<file path="src/common/bpst_pkg.sv">
// Package for the bridge port spanning tree state block
package bpst_pkg;
	// Widths
	localparam int PORTS = 2;
	localparam int CNT_W = 8;
	localparam int EXC_W = 16;
	localparam int ADDR_W = 48;
	localparam int ID_W = 56;
	localparam int COST_W = 16;
	localparam int AGE_W = 8;
	localparam int FD_W = 8;
	localparam int PNUM_W = 8;
	// Identifier layout: priority in the top byte
	localparam int ID_PRIO_LSB = 48;
	// Reset values
	localparam logic [CNT_W-1:0] CNT_RST = 8'h00;
	localparam logic [EXC_W-1:0] EXC_RST = 16'h0000;
	localparam logic [COST_W-1:0] LINE_COST_RST = 16'h000a;
	localparam logic [ID_W-1:0] ID_RST = 56'hff_ffff_ffff_ffff;
	localparam logic [COST_W-1:0] COST_RST = 16'hffff;
	localparam logic [AGE_W-1:0] AGE_RST = 8'h00;
	localparam logic [FD_W-1:0] FD_RST = 8'h0f;
	// Timing: one second at 100 MHz
	localparam int CLK_MHZ = 100;
	localparam int SEC_NS = 1000000000;
	localparam int SEC_CYC = SEC_NS / 1000 * CLK_MHZ;
	localparam int SEC_W = 27;

	// Spanning tree modes
	typedef enum logic {BPST_MODE_STD, BPST_MODE_LEGACY} bpst_mode_t;

	// Received Hello summary for one port
	typedef struct packed {
		logic valid;
		logic mode_legacy;
		logic [ID_W-1:0] root_id;
		logic [COST_W-1:0] cost;
		logic [ID_W-1:0] br_id;
		logic [PNUM_W-1:0] br_port;
		logic [AGE_W-1:0] age;
		logic tcn;
	} bpst_hello_t;

	// Per-port readable state
	typedef struct packed {
		logic [CNT_W-1:0] bad_cnt;
		logic [CNT_W-1:0] clear_cnt;
		logic ack;
		logic loop;
		logic [ID_W-1:0] desg_br;
		logic [PNUM_W-1:0] desg_port;
		logic [COST_W-1:0] desg_cost;
		logic [ID_W-1:0] desg_root;
		logic [AGE_W-1:0] root_age;
		logic [FD_W-1:0] fwd_delay;
		logic fwd;
		logic [COST_W-1:0] line_cost;
	} bpst_port_t;
endpackage : bpst_pkg

</file>
<file path="src/verilog/bpst_core.sv">
// Per-port spanning tree state and Hello health for a two-port bridge
// Summary of operation
// - Count intervals having bad Hellos, consecutive or not
// - At limit clear, bump exceeded, link test
// - Reset interval first clears bad count
// - Count clean intervals; at interval clear both
// - Keep limit-exceeded count since initialization; both ports at limit in one tick add one
// - Set ack flag on TCN from below
// - Hold designated bridge, port, cost, root
// - Age designated root Hello in seconds
// - Count down forward delay to forwarding
// - Only line cost is management-writable
// - Each port holds its own address
// - Loop seen with bad count sets flag
// - Root is the lowest bridge identifier
// - Priority is top byte, compared first
// - Root path cost sums inlink line costs
// - Designated: lowest root identifier, then lowest cost
// - Only root originates Hello messages
// - Ignore Hellos of the other mode
// - Auto-select switch or fixed standard mode
// - Bad Hello restarts the clear count
module bpst_core #(
	parameter int PORTS = bpst_pkg::PORTS,
	parameter int SEC_CYC = bpst_pkg::SEC_CYC
) (
	// Clock and reset
	input wire logic clock_i,
	input wire logic rst_b_i,
	// Timing and Hello traffic
	input wire logic hello_tick_i,
	input wire logic [PORTS-1:0] bad_hello_i,
	input wire bpst_pkg::bpst_hello_t [PORTS-1:0] hello_i,
	input wire logic [PORTS-1:0] loop_detect_i,
	input wire logic [PORTS-1:0] ack_sent_i,
	// Configuration from management
	input wire logic [bpst_pkg::CNT_W-1:0] bad_limit_i,
	input wire logic [bpst_pkg::CNT_W-1:0] reset_interval_i,
	input wire logic [bpst_pkg::FD_W-1:0] fwd_delay_cfg_i,
	input wire logic [7:0] root_prio_i,
	input wire logic [bpst_pkg::ADDR_W-1:0] bridge_addr_i,
	input wire logic [PORTS*bpst_pkg::ADDR_W-1:0] port_addr_i,
	input wire logic auto_select_i,
	input wire logic [PORTS-1:0] line_cost_we_i,
	input wire logic [bpst_pkg::COST_W-1:0] line_cost_wdata_i,
	// Status outputs
	output bpst_pkg::bpst_port_t [PORTS-1:0] port_o,
	output logic [PORTS*bpst_pkg::ADDR_W-1:0] port_addr_o,
	output logic [bpst_pkg::EXC_W-1:0] exceeded_o,
	output logic [PORTS-1:0] link_test_o,
	output logic [bpst_pkg::ID_W-1:0] root_id_o,
	output logic [bpst_pkg::COST_W-1:0] my_cost_o,
	output logic is_root_o,
	output logic hello_send_o,
	output logic mode_legacy_o
);
	// All state of the block except the input synchronisers
	typedef struct packed {
		bpst_pkg::bpst_port_t [PORTS-1:0] port;
		logic [PORTS*bpst_pkg::ADDR_W-1:0] paddr;
		logic [bpst_pkg::EXC_W-1:0] exc;
		logic [PORTS-1:0] ltest;
		logic [PORTS-1:0] bad_seen;
		logic [bpst_pkg::SEC_W-1:0] sec_cnt;
		logic [bpst_pkg::ID_W-1:0] root_id;
		logic [bpst_pkg::COST_W-1:0] my_cost;
		logic is_root;
		logic hsend;
		bpst_pkg::bpst_mode_t mode;
		logic strap_done;
	} bpst_state_t;

	bpst_state_t st;
	bpst_state_t next_st;

	// Synchronised pin-level status inputs
	logic [PORTS-1:0] loop_s1;
	logic [PORTS-1:0] loop_s2;
	logic auto_s1;
	logic auto_s2;

	// Own identifier: priority byte over hardware address
	logic [bpst_pkg::ID_W-1:0] own_id;
	assign own_id = {root_prio_i, bridge_addr_i};

	// Loop detect and auto-select come from outside the domain
	always_ff @(posedge clock_i or negedge rst_b_i) begin
		if (!rst_b_i) begin
			loop_s1 <= '0;
			loop_s2 <= '0;
			auto_s1 <= 1'b0;
			auto_s2 <= 1'b0;
		end else begin
			loop_s1 <= loop_detect_i;
			loop_s2 <= loop_s1;
			auto_s1 <= auto_select_i;
			auto_s2 <= auto_s1;
		end
	end

	// Next-state logic
	always_comb begin
		logic sec_pulse;
		logic hit;
		logic [bpst_pkg::ID_W-1:0] best_root;
		logic [bpst_pkg::COST_W-1:0] best_cost;
		logic found;
		logic [bpst_pkg::COST_W-1:0] cand;
		logic [bpst_pkg::CNT_W-1:0] bad_nxt;
		sec_pulse = 1'b0;
		hit = 1'b0;
		best_root = own_id;
		best_cost = '0;
		found = 1'b0;
		cand = '0;
		bad_nxt = '0;
		next_st = st;
		next_st.ltest = '0;
		next_st.hsend = 1'b0;

		// Port addresses caught once after reset release
		if (!st.strap_done) begin
			next_st.paddr = port_addr_i;
			next_st.strap_done = 1'b1;
		end

		// One-second enable for age counting
		if (st.sec_cnt == bpst_pkg::SEC_W'(SEC_CYC - 1)) begin
			next_st.sec_cnt = '0;
			sec_pulse = 1'b1;
		end else begin
			next_st.sec_cnt = st.sec_cnt + 1'b1;
		end

		// Mode: auto-select follows the network, otherwise standard
		if (!auto_s2) begin
			next_st.mode = bpst_pkg::BPST_MODE_STD;
		end else begin
			for (int p = 0; p < PORTS; p++) begin
				if (hello_i[p].valid && hello_i[p].mode_legacy) begin
					next_st.mode = bpst_pkg::BPST_MODE_LEGACY;
				end
			end
		end

		for (int p = 0; p < PORTS; p++) begin
			// Management writes only the line cost
			if (line_cost_we_i[p]) begin
				next_st.port[p].line_cost = line_cost_wdata_i;
			end

			// Bad Hello seen within the current interval
			if (bad_hello_i[p]) begin
				next_st.bad_seen[p] = 1'b1;
			end

			// Interval bookkeeping on the Hello tick
			if (hello_tick_i) begin
				// A bad Hello in the tick cycle belongs to the ended interval
				next_st.bad_seen[p] = 1'b0;
				if (st.bad_seen[p] || bad_hello_i[p]) begin
					next_st.port[p].clear_cnt = '0;
					bad_nxt = st.port[p].bad_cnt + 1'b1;
					if (bad_nxt >= bad_limit_i) begin
						next_st.port[p].bad_cnt = '0;
						next_st.exc = st.exc + 1'b1;
						next_st.ltest[p] = 1'b1;
					end else begin
						next_st.port[p].bad_cnt = bad_nxt;
					end
				end else if (st.port[p].clear_cnt + 1'b1 >= reset_interval_i)
				begin
					next_st.port[p].clear_cnt = '0;
					next_st.port[p].bad_cnt = '0;
				end else begin
					next_st.port[p].clear_cnt = st.port[p].clear_cnt + 1'b1;
				end
			end

			// Possible loop while bad count is nonzero
			if (loop_s2[p] && st.port[p].bad_cnt != '0) begin
				next_st.port[p].loop = 1'b1;
			end

			// Hello of our mode only updates stored values
			hit = hello_i[p].valid &&
				(hello_i[p].mode_legacy == (st.mode ==
				bpst_pkg::BPST_MODE_LEGACY));
			if (hit) begin
				next_st.port[p].desg_br = hello_i[p].br_id;
				next_st.port[p].desg_port = hello_i[p].br_port;
				next_st.port[p].desg_cost = hello_i[p].cost;
				next_st.port[p].desg_root = hello_i[p].root_id;
				next_st.port[p].root_age = hello_i[p].age;
			end else if (sec_pulse && st.port[p].root_age != '1) begin
				next_st.port[p].root_age = st.port[p].root_age + 1'b1;
			end

			// Acknowledge flag set, then cleared when the Hello carries it
			if (hit && hello_i[p].tcn) begin
				next_st.port[p].ack = 1'b1;
			end else if (ack_sent_i[p]) begin
				next_st.port[p].ack = 1'b0;
			end

			// Forward delay countdown, restarted on root change
			if (st.port[p].fwd) begin
				next_st.port[p].fwd_delay = '0;
			end else if (sec_pulse) begin
				if (st.port[p].fwd_delay <= bpst_pkg::FD_W'(1)) begin
					next_st.port[p].fwd_delay = '0;
					next_st.port[p].fwd = 1'b1;
				end else begin
					next_st.port[p].fwd_delay = st.port[p].fwd_delay - 1'b1;
				end
			end
		end

		// Root election over stored Hellos: lowest id then lowest cost
		for (int p = 0; p < PORTS; p++) begin
			cand = st.port[p].desg_cost + st.port[p].line_cost;
			if (st.port[p].desg_root < best_root ||
				(found && st.port[p].desg_root == best_root &&
				cand < best_cost)) begin
				best_root = st.port[p].desg_root;
				best_cost = cand;
				found = 1'b1;
			end
		end
		next_st.root_id = best_root;
		next_st.my_cost = found ? best_cost : '0;
		next_st.is_root = !found;
		if (next_st.root_id != st.root_id) begin
			for (int p = 0; p < PORTS; p++) begin
				next_st.port[p].fwd = 1'b0;
				next_st.port[p].fwd_delay = fwd_delay_cfg_i;
			end
		end

		// Only the root originates Hellos, once per interval
		next_st.hsend = hello_tick_i && st.is_root;
	end

	// State register
	always_ff @(posedge clock_i or negedge rst_b_i) begin
		if (!rst_b_i) begin
			for (int p = 0; p < PORTS; p++) begin
				st.port[p].bad_cnt <= bpst_pkg::CNT_RST;
				st.port[p].clear_cnt <= bpst_pkg::CNT_RST;
				st.port[p].ack <= 1'b0;
				st.port[p].loop <= 1'b0;
				st.port[p].desg_br <= bpst_pkg::ID_RST;
				st.port[p].desg_port <= '0;
				st.port[p].desg_cost <= bpst_pkg::COST_RST;
				st.port[p].desg_root <= bpst_pkg::ID_RST;
				st.port[p].root_age <= bpst_pkg::AGE_RST;
				st.port[p].fwd_delay <= bpst_pkg::FD_RST;
				st.port[p].fwd <= 1'b0;
				st.port[p].line_cost <= bpst_pkg::LINE_COST_RST;
			end
			st.paddr <= '0;
			st.exc <= bpst_pkg::EXC_RST;
			st.ltest <= '0;
			st.bad_seen <= '0;
			st.sec_cnt <= '0;
			st.root_id <= bpst_pkg::ID_RST;
			st.my_cost <= '0;
			st.is_root <= 1'b1;
			st.hsend <= 1'b0;
			st.mode <= bpst_pkg::BPST_MODE_STD;
			st.strap_done <= 1'b0;
		end else begin
			st <= next_st;
		end
	end

	// Outputs straight from state
	assign port_o = st.port;
	assign port_addr_o = st.paddr;
	assign exceeded_o = st.exc;
	assign link_test_o = st.ltest;
	assign root_id_o = st.root_id;
	assign my_cost_o = st.my_cost;
	assign is_root_o = st.is_root;
	assign hello_send_o = st.hsend;
	assign mode_legacy_o = (st.mode == bpst_pkg::BPST_MODE_LEGACY);
endmodule : bpst_core

</file>
<file path="config.mk">
export PLATFORM = sky130hd
export DESIGN_NAME = bpst_core
export DESIGN_NICKNAME = d
export VERILOG_FILES = /design/src/common/bpst_pkg.sv /design/src/verilog/bpst_core.sv
export SDC_FILE = /design/constraint.sdc
export NUM_CORES = 1
export LEC_CHECK = 0
export ABC_AREA = 1
export ABC_CLOCK_PERIOD_IN_PS = 5200
export BUFFER_PORTS_ARGS = -buffer_cell sky130_fd_sc_hd__buf_2
export CORE_AREA = 2 2 415 417
export CTS_BUF_LIST = sky130_fd_sc_hd__clkbuf_8
export CTS_CLUSTER_DIAMETER = 60
export DETAILED_ROUTE_END_ITERATION = 6
export DIE_AREA = 0 0 417 419
export PLACE_DENSITY = 0.48
export SLEW_MARGIN = 20
export SYNTH_ARGS = -nofsm -noshare
export SYNTH_HDL_FRONTEND = slang
export SYNTH_SLANG_ARGS = --single-unit
</file>
<file path="constraint.sdc">
create_clock -name clock_i -period 5.2 [get_ports clock_i]
set_clock_uncertainty 0.15 [all_clocks]
set_input_delay 0.26 -clock clock_i [delete_from_list [all_inputs] [get_ports clock_i]]
set_output_delay 0.26 -clock clock_i [all_outputs]
set_load 0.01 [all_outputs]
</file>
==> results.yml <==
logic_synthesis:
  synth_edf_count: 0
  syn_area_mm2: 0.0362
  ys_async_sr_fraction_pct: 100
  syn_nets: 4631
  ys_warn_count: 0
  seq_area_frac_synth_pct: 42.5
  syn_avg_cell_area_um2: 9.21
  synth.ff_latch_count: 599
  ys_types: 54
  synth_cells: 3929
  synthFlopType: "dfstp_2"
layout:
  multi_input_area_mm2: 0.0161
  final_util_pct: 34.7
  area_delta_synth_final_pct: 63.5
  stdcell_area_mm2: 0.0592
  instances_no_fill: 8353
  nets: 6683
  seq_area_mm2: 0.0154
  drive_above_1_share_pct: 46.7
  fillers: 17100
timing:
  post-route-period-util_pct: 123
  relSlewSlack_pct: 35.3
  worst_slack_ns: -1.20
  layout_min_cycle_time_ns: 6.40
  tightest_slew_ns: 0.970
  rsz0062_at_grt: "true"
  finalMaxSlewViolations: 0
  maxClockFrequency_ghz: 0.156
  setup_viol: 45
  finalHoldViolations: 0
setup_path:
  crit_slowest_cell: "dfrtp_1"
  critPathTopFamily: "simple AND/OR/NAND/NOR gates"
  worstRegToRegCells: 45
  r2r_slack_ns: -1.20
  crit_start: "port_o[187]"
  cpPeakStageDelay_ns: 0.41
  path_max_fanout: 8
  critical_path_buf_inv_count: 10
  r2r_start: "port_o[187]"
  crit_path_start_kind: "register"
  crit_arrival_ns: 7.04
  crit_required_ns: 5.84
  cpMostUsedCell: "nand2_1"
  critPathKind: "reg -> reg"
  regToRegEndpoint: "port_o[20]"
  cp-end-kind: "register"
clock_tree:
  cts_tree: "built"
  cts_sinks: 599
  cts-root-buf: "clkbuf_8"
  htree_levels: 4
  cts_buffers: 132
  clkTransAtPathRegs_ns: 0.06
  clk_latency_ns: 0.89
  clock_path_buffers: 3
floorplanning:
  dieWidth_um: 417
  fp.coreArea_mm2: 0.171
  die_area_mm2: 0.175
  start_util_pct: 21.2
  die_y_um: 419
  rows: 152
  io_pins: 1061
status:
  status: "complete, but fails checks"
  violations: "setup timing"
grt:
  grt_max_degree: 137
  overflow: 0
  grt_antenna_before_repair: 35
  grt.total_usage_pct: 19.0
  grt_pass1_vias: 36000
  grt_pass1_wl_um: 241000
routing:
  via_count: 35100
  drt_iter0_drc: 1745
  wl_per_cell_um: 20.6
  drcViolationCount: 0
  antenna_left: 0
  wl_um: 172000
  drt-pass1-iter-count: 6
  vias_per_cell: 4.20
power_and_ir_drop:
  p_leak_nw: 28.8
  ir_worst_vdd_mv: 0.255
  total_power_w: 0.0250
  power.density_mw_per_mm2: 422
run:
  maxCapViolations: 0
placement:
  io_buffers: 1060
  dp_hpwl_um: 129000
  dp.cells: 6995
  gp_congestion: 0.933
  place_area_mm2: 0.0433
hold_path:
  min_path_cells: 3
  hold_class: "in -> reg"
  min_from: "hello_i[208]"
  hold_end: "port_o[344]"
[synth_stat cells (6+ instances only)]
master | number | area share, %
or2_2 | 7 | 0.12
xor2_1 | 57 | 1.4
nand3_1 | 245 | 3.4
mux2_2 | 353 | 11
inv_1 | 436 | 4.5
dfstp_2 | 325 | 24
xnor2_1 | 15 | 0.36
nand3b_1 | 28 | 0.58
o21a_1 | 7 | 0.15
buf_1 | 7 | 0.073
buf_6 | 6 | 0.19
clkbuf_1 | 68 | 0.71
nor2_1 | 207 | 2.1
dfrtp_1 | 274 | 19
nand4_1 | 47 | 0.81
o211ai_1 | 7 | 0.15
nand2_1 | 623 | 6.5
o21bai_1 | 7 | 0.15
buf_4 | 565 | 12
o21ai_0 | 147 | 2.0
ha_1 | 202 | 7.0
a21oi_1 | 167 | 2.3
buf_2 | 15 | 0.21
nor3_1 | 44 | 0.61
nor4_1 | 6 | 0.10
[sequential cells by signal, indices dropped and copies added, names as in the netlist]
signal	cells
auto_s1	1
auto_s2	1
exceeded_o	16
hello_send_o	1
is_root_o	1
link_test_o	2
loop_s1	2
loop_s2	2
mode_legacy_o	1
my_cost_o	16
port_addr_o	96
port_o	374
root_id_o	56
st	30
[routing by layer]
metal	track usage, %	vias up	part of all wire, %
li1	-	16500	-
met1	21.3	17100	38
met2	31.7	1149	49
met3	4.67	387	5.7
met4	12.9	6	7.2
met5	0	-	0.022
[how the worst max path moves through the flow]
stage / to / depth (start not counted)
final: port_o[20] / 45
after global routing: port_o[20] / 48
after detailed placement: port_o[204] / 42
after CTS: port_o[204] / 39
after global placement: port_o[208] / 42
after floorplan: port_o[22] / 40
[where the power goes]
group / leakage, nW / switching (W) / internal, W
logic: 20.5 / 0.00657 / 0.00575
registers: 6.74 / 0.000915 / 0.00608
clock network: 1.61 / 0.00246 / 0.00323
total: 28.8 / 0.00994 / 0.0151
[repair_timing]
action	4_1_cts	5_1_grt
cloned	15	8
resized for setup	267	247
hold buffers	966	0
pin swaps	59	74
endpoints found under the hold margin	843	0
setup buffers	62	40
endpoints found under the setup margin	91	94
[tightest hold or removal path, stage by stage]
cell and delay, ns:
dlygate4sd3_1 0.54, buf_2 0.15, mux2_2 0.15
[stage by stage]
stage | setup WS [ns] | setup TNS, ns | hold WS (ns)
global route | -1.66 | -61.39 | 0.0783
CTS | -1.10 | -20.71 | 0.00217
finish | -1.20 | -25.86 | 0.125
global placement | -2.66 | -113.48 | 0.188
detailed placement | -2.71 | -118.02 | 0.197
floorplan | -0.00393 | -0.00844 | -0.186
[placed cells by master (no fill, tap or decap), drive strengths merged, types with 3 or more instances in the layout]
| cell type | count |
|---|---|
| a211oi | 4 |
| a21o | 5 |
| a21oi | 167 |
| a31oi | 5 |
| and3 | 3 |
| buf | 1601 |
| bufbuf | 3 |
| bufinv | 5 |
| clkbuf | 180 |
| clkinv | 17 |
| clkinvlp | 9 |
| dfrtp | 274 |
| dfstp | 325 |
| diode | 30 |
| dlygate4sd3 | 966 |
| ha | 202 |
| inv | 486 |
| mux2 | 353 |
| nand2 | 630 |
| nand3 | 245 |
| nand3b | 28 |
| nand4 | 47 |
| nor2 | 210 |
| nor3 | 46 |
| nor4 | 7 |
| o2111ai | 4 |
| o211ai | 7 |
| o21a | 7 |
| o21ai | 151 |
| o21bai | 7 |
| o22ai | 3 |
| or2 | 7 |
| xnor2 | 15 |
| xor2 | 57 |
[area by class of cell]
class                      count  share of cell area, %
timing repair buffer        2577                   34.3
clock buffer                 173                   4.02
multi-input combinational   2224                   27.2
antenna                       30                  0.127
clock inverter                70                  0.786
timing repair inverter         1                 0.0127
inverter                     446                   2.84
tap                         2233                   4.72
sequential                   599                   26.0
[cells by family (layout without fill, tap and decap cells)]
family | Yosys count | after routing | share of synthesized area (%)
buf+inv | 1107 | 3267 | 17.5
other cells | 1 | 31 | 0.0104
compound gates | 364 | 364 | 5.41
xor+xnor | 72 | 72 | 1.74
simple gates | 1229 | 1230 | 14.7
flops | 599 | 599 | 42.5
fa+ha+maj | 204 | 204 | 7.09
mux | 353 | 353 | 11.0
(Power assumes the default switching activity.)
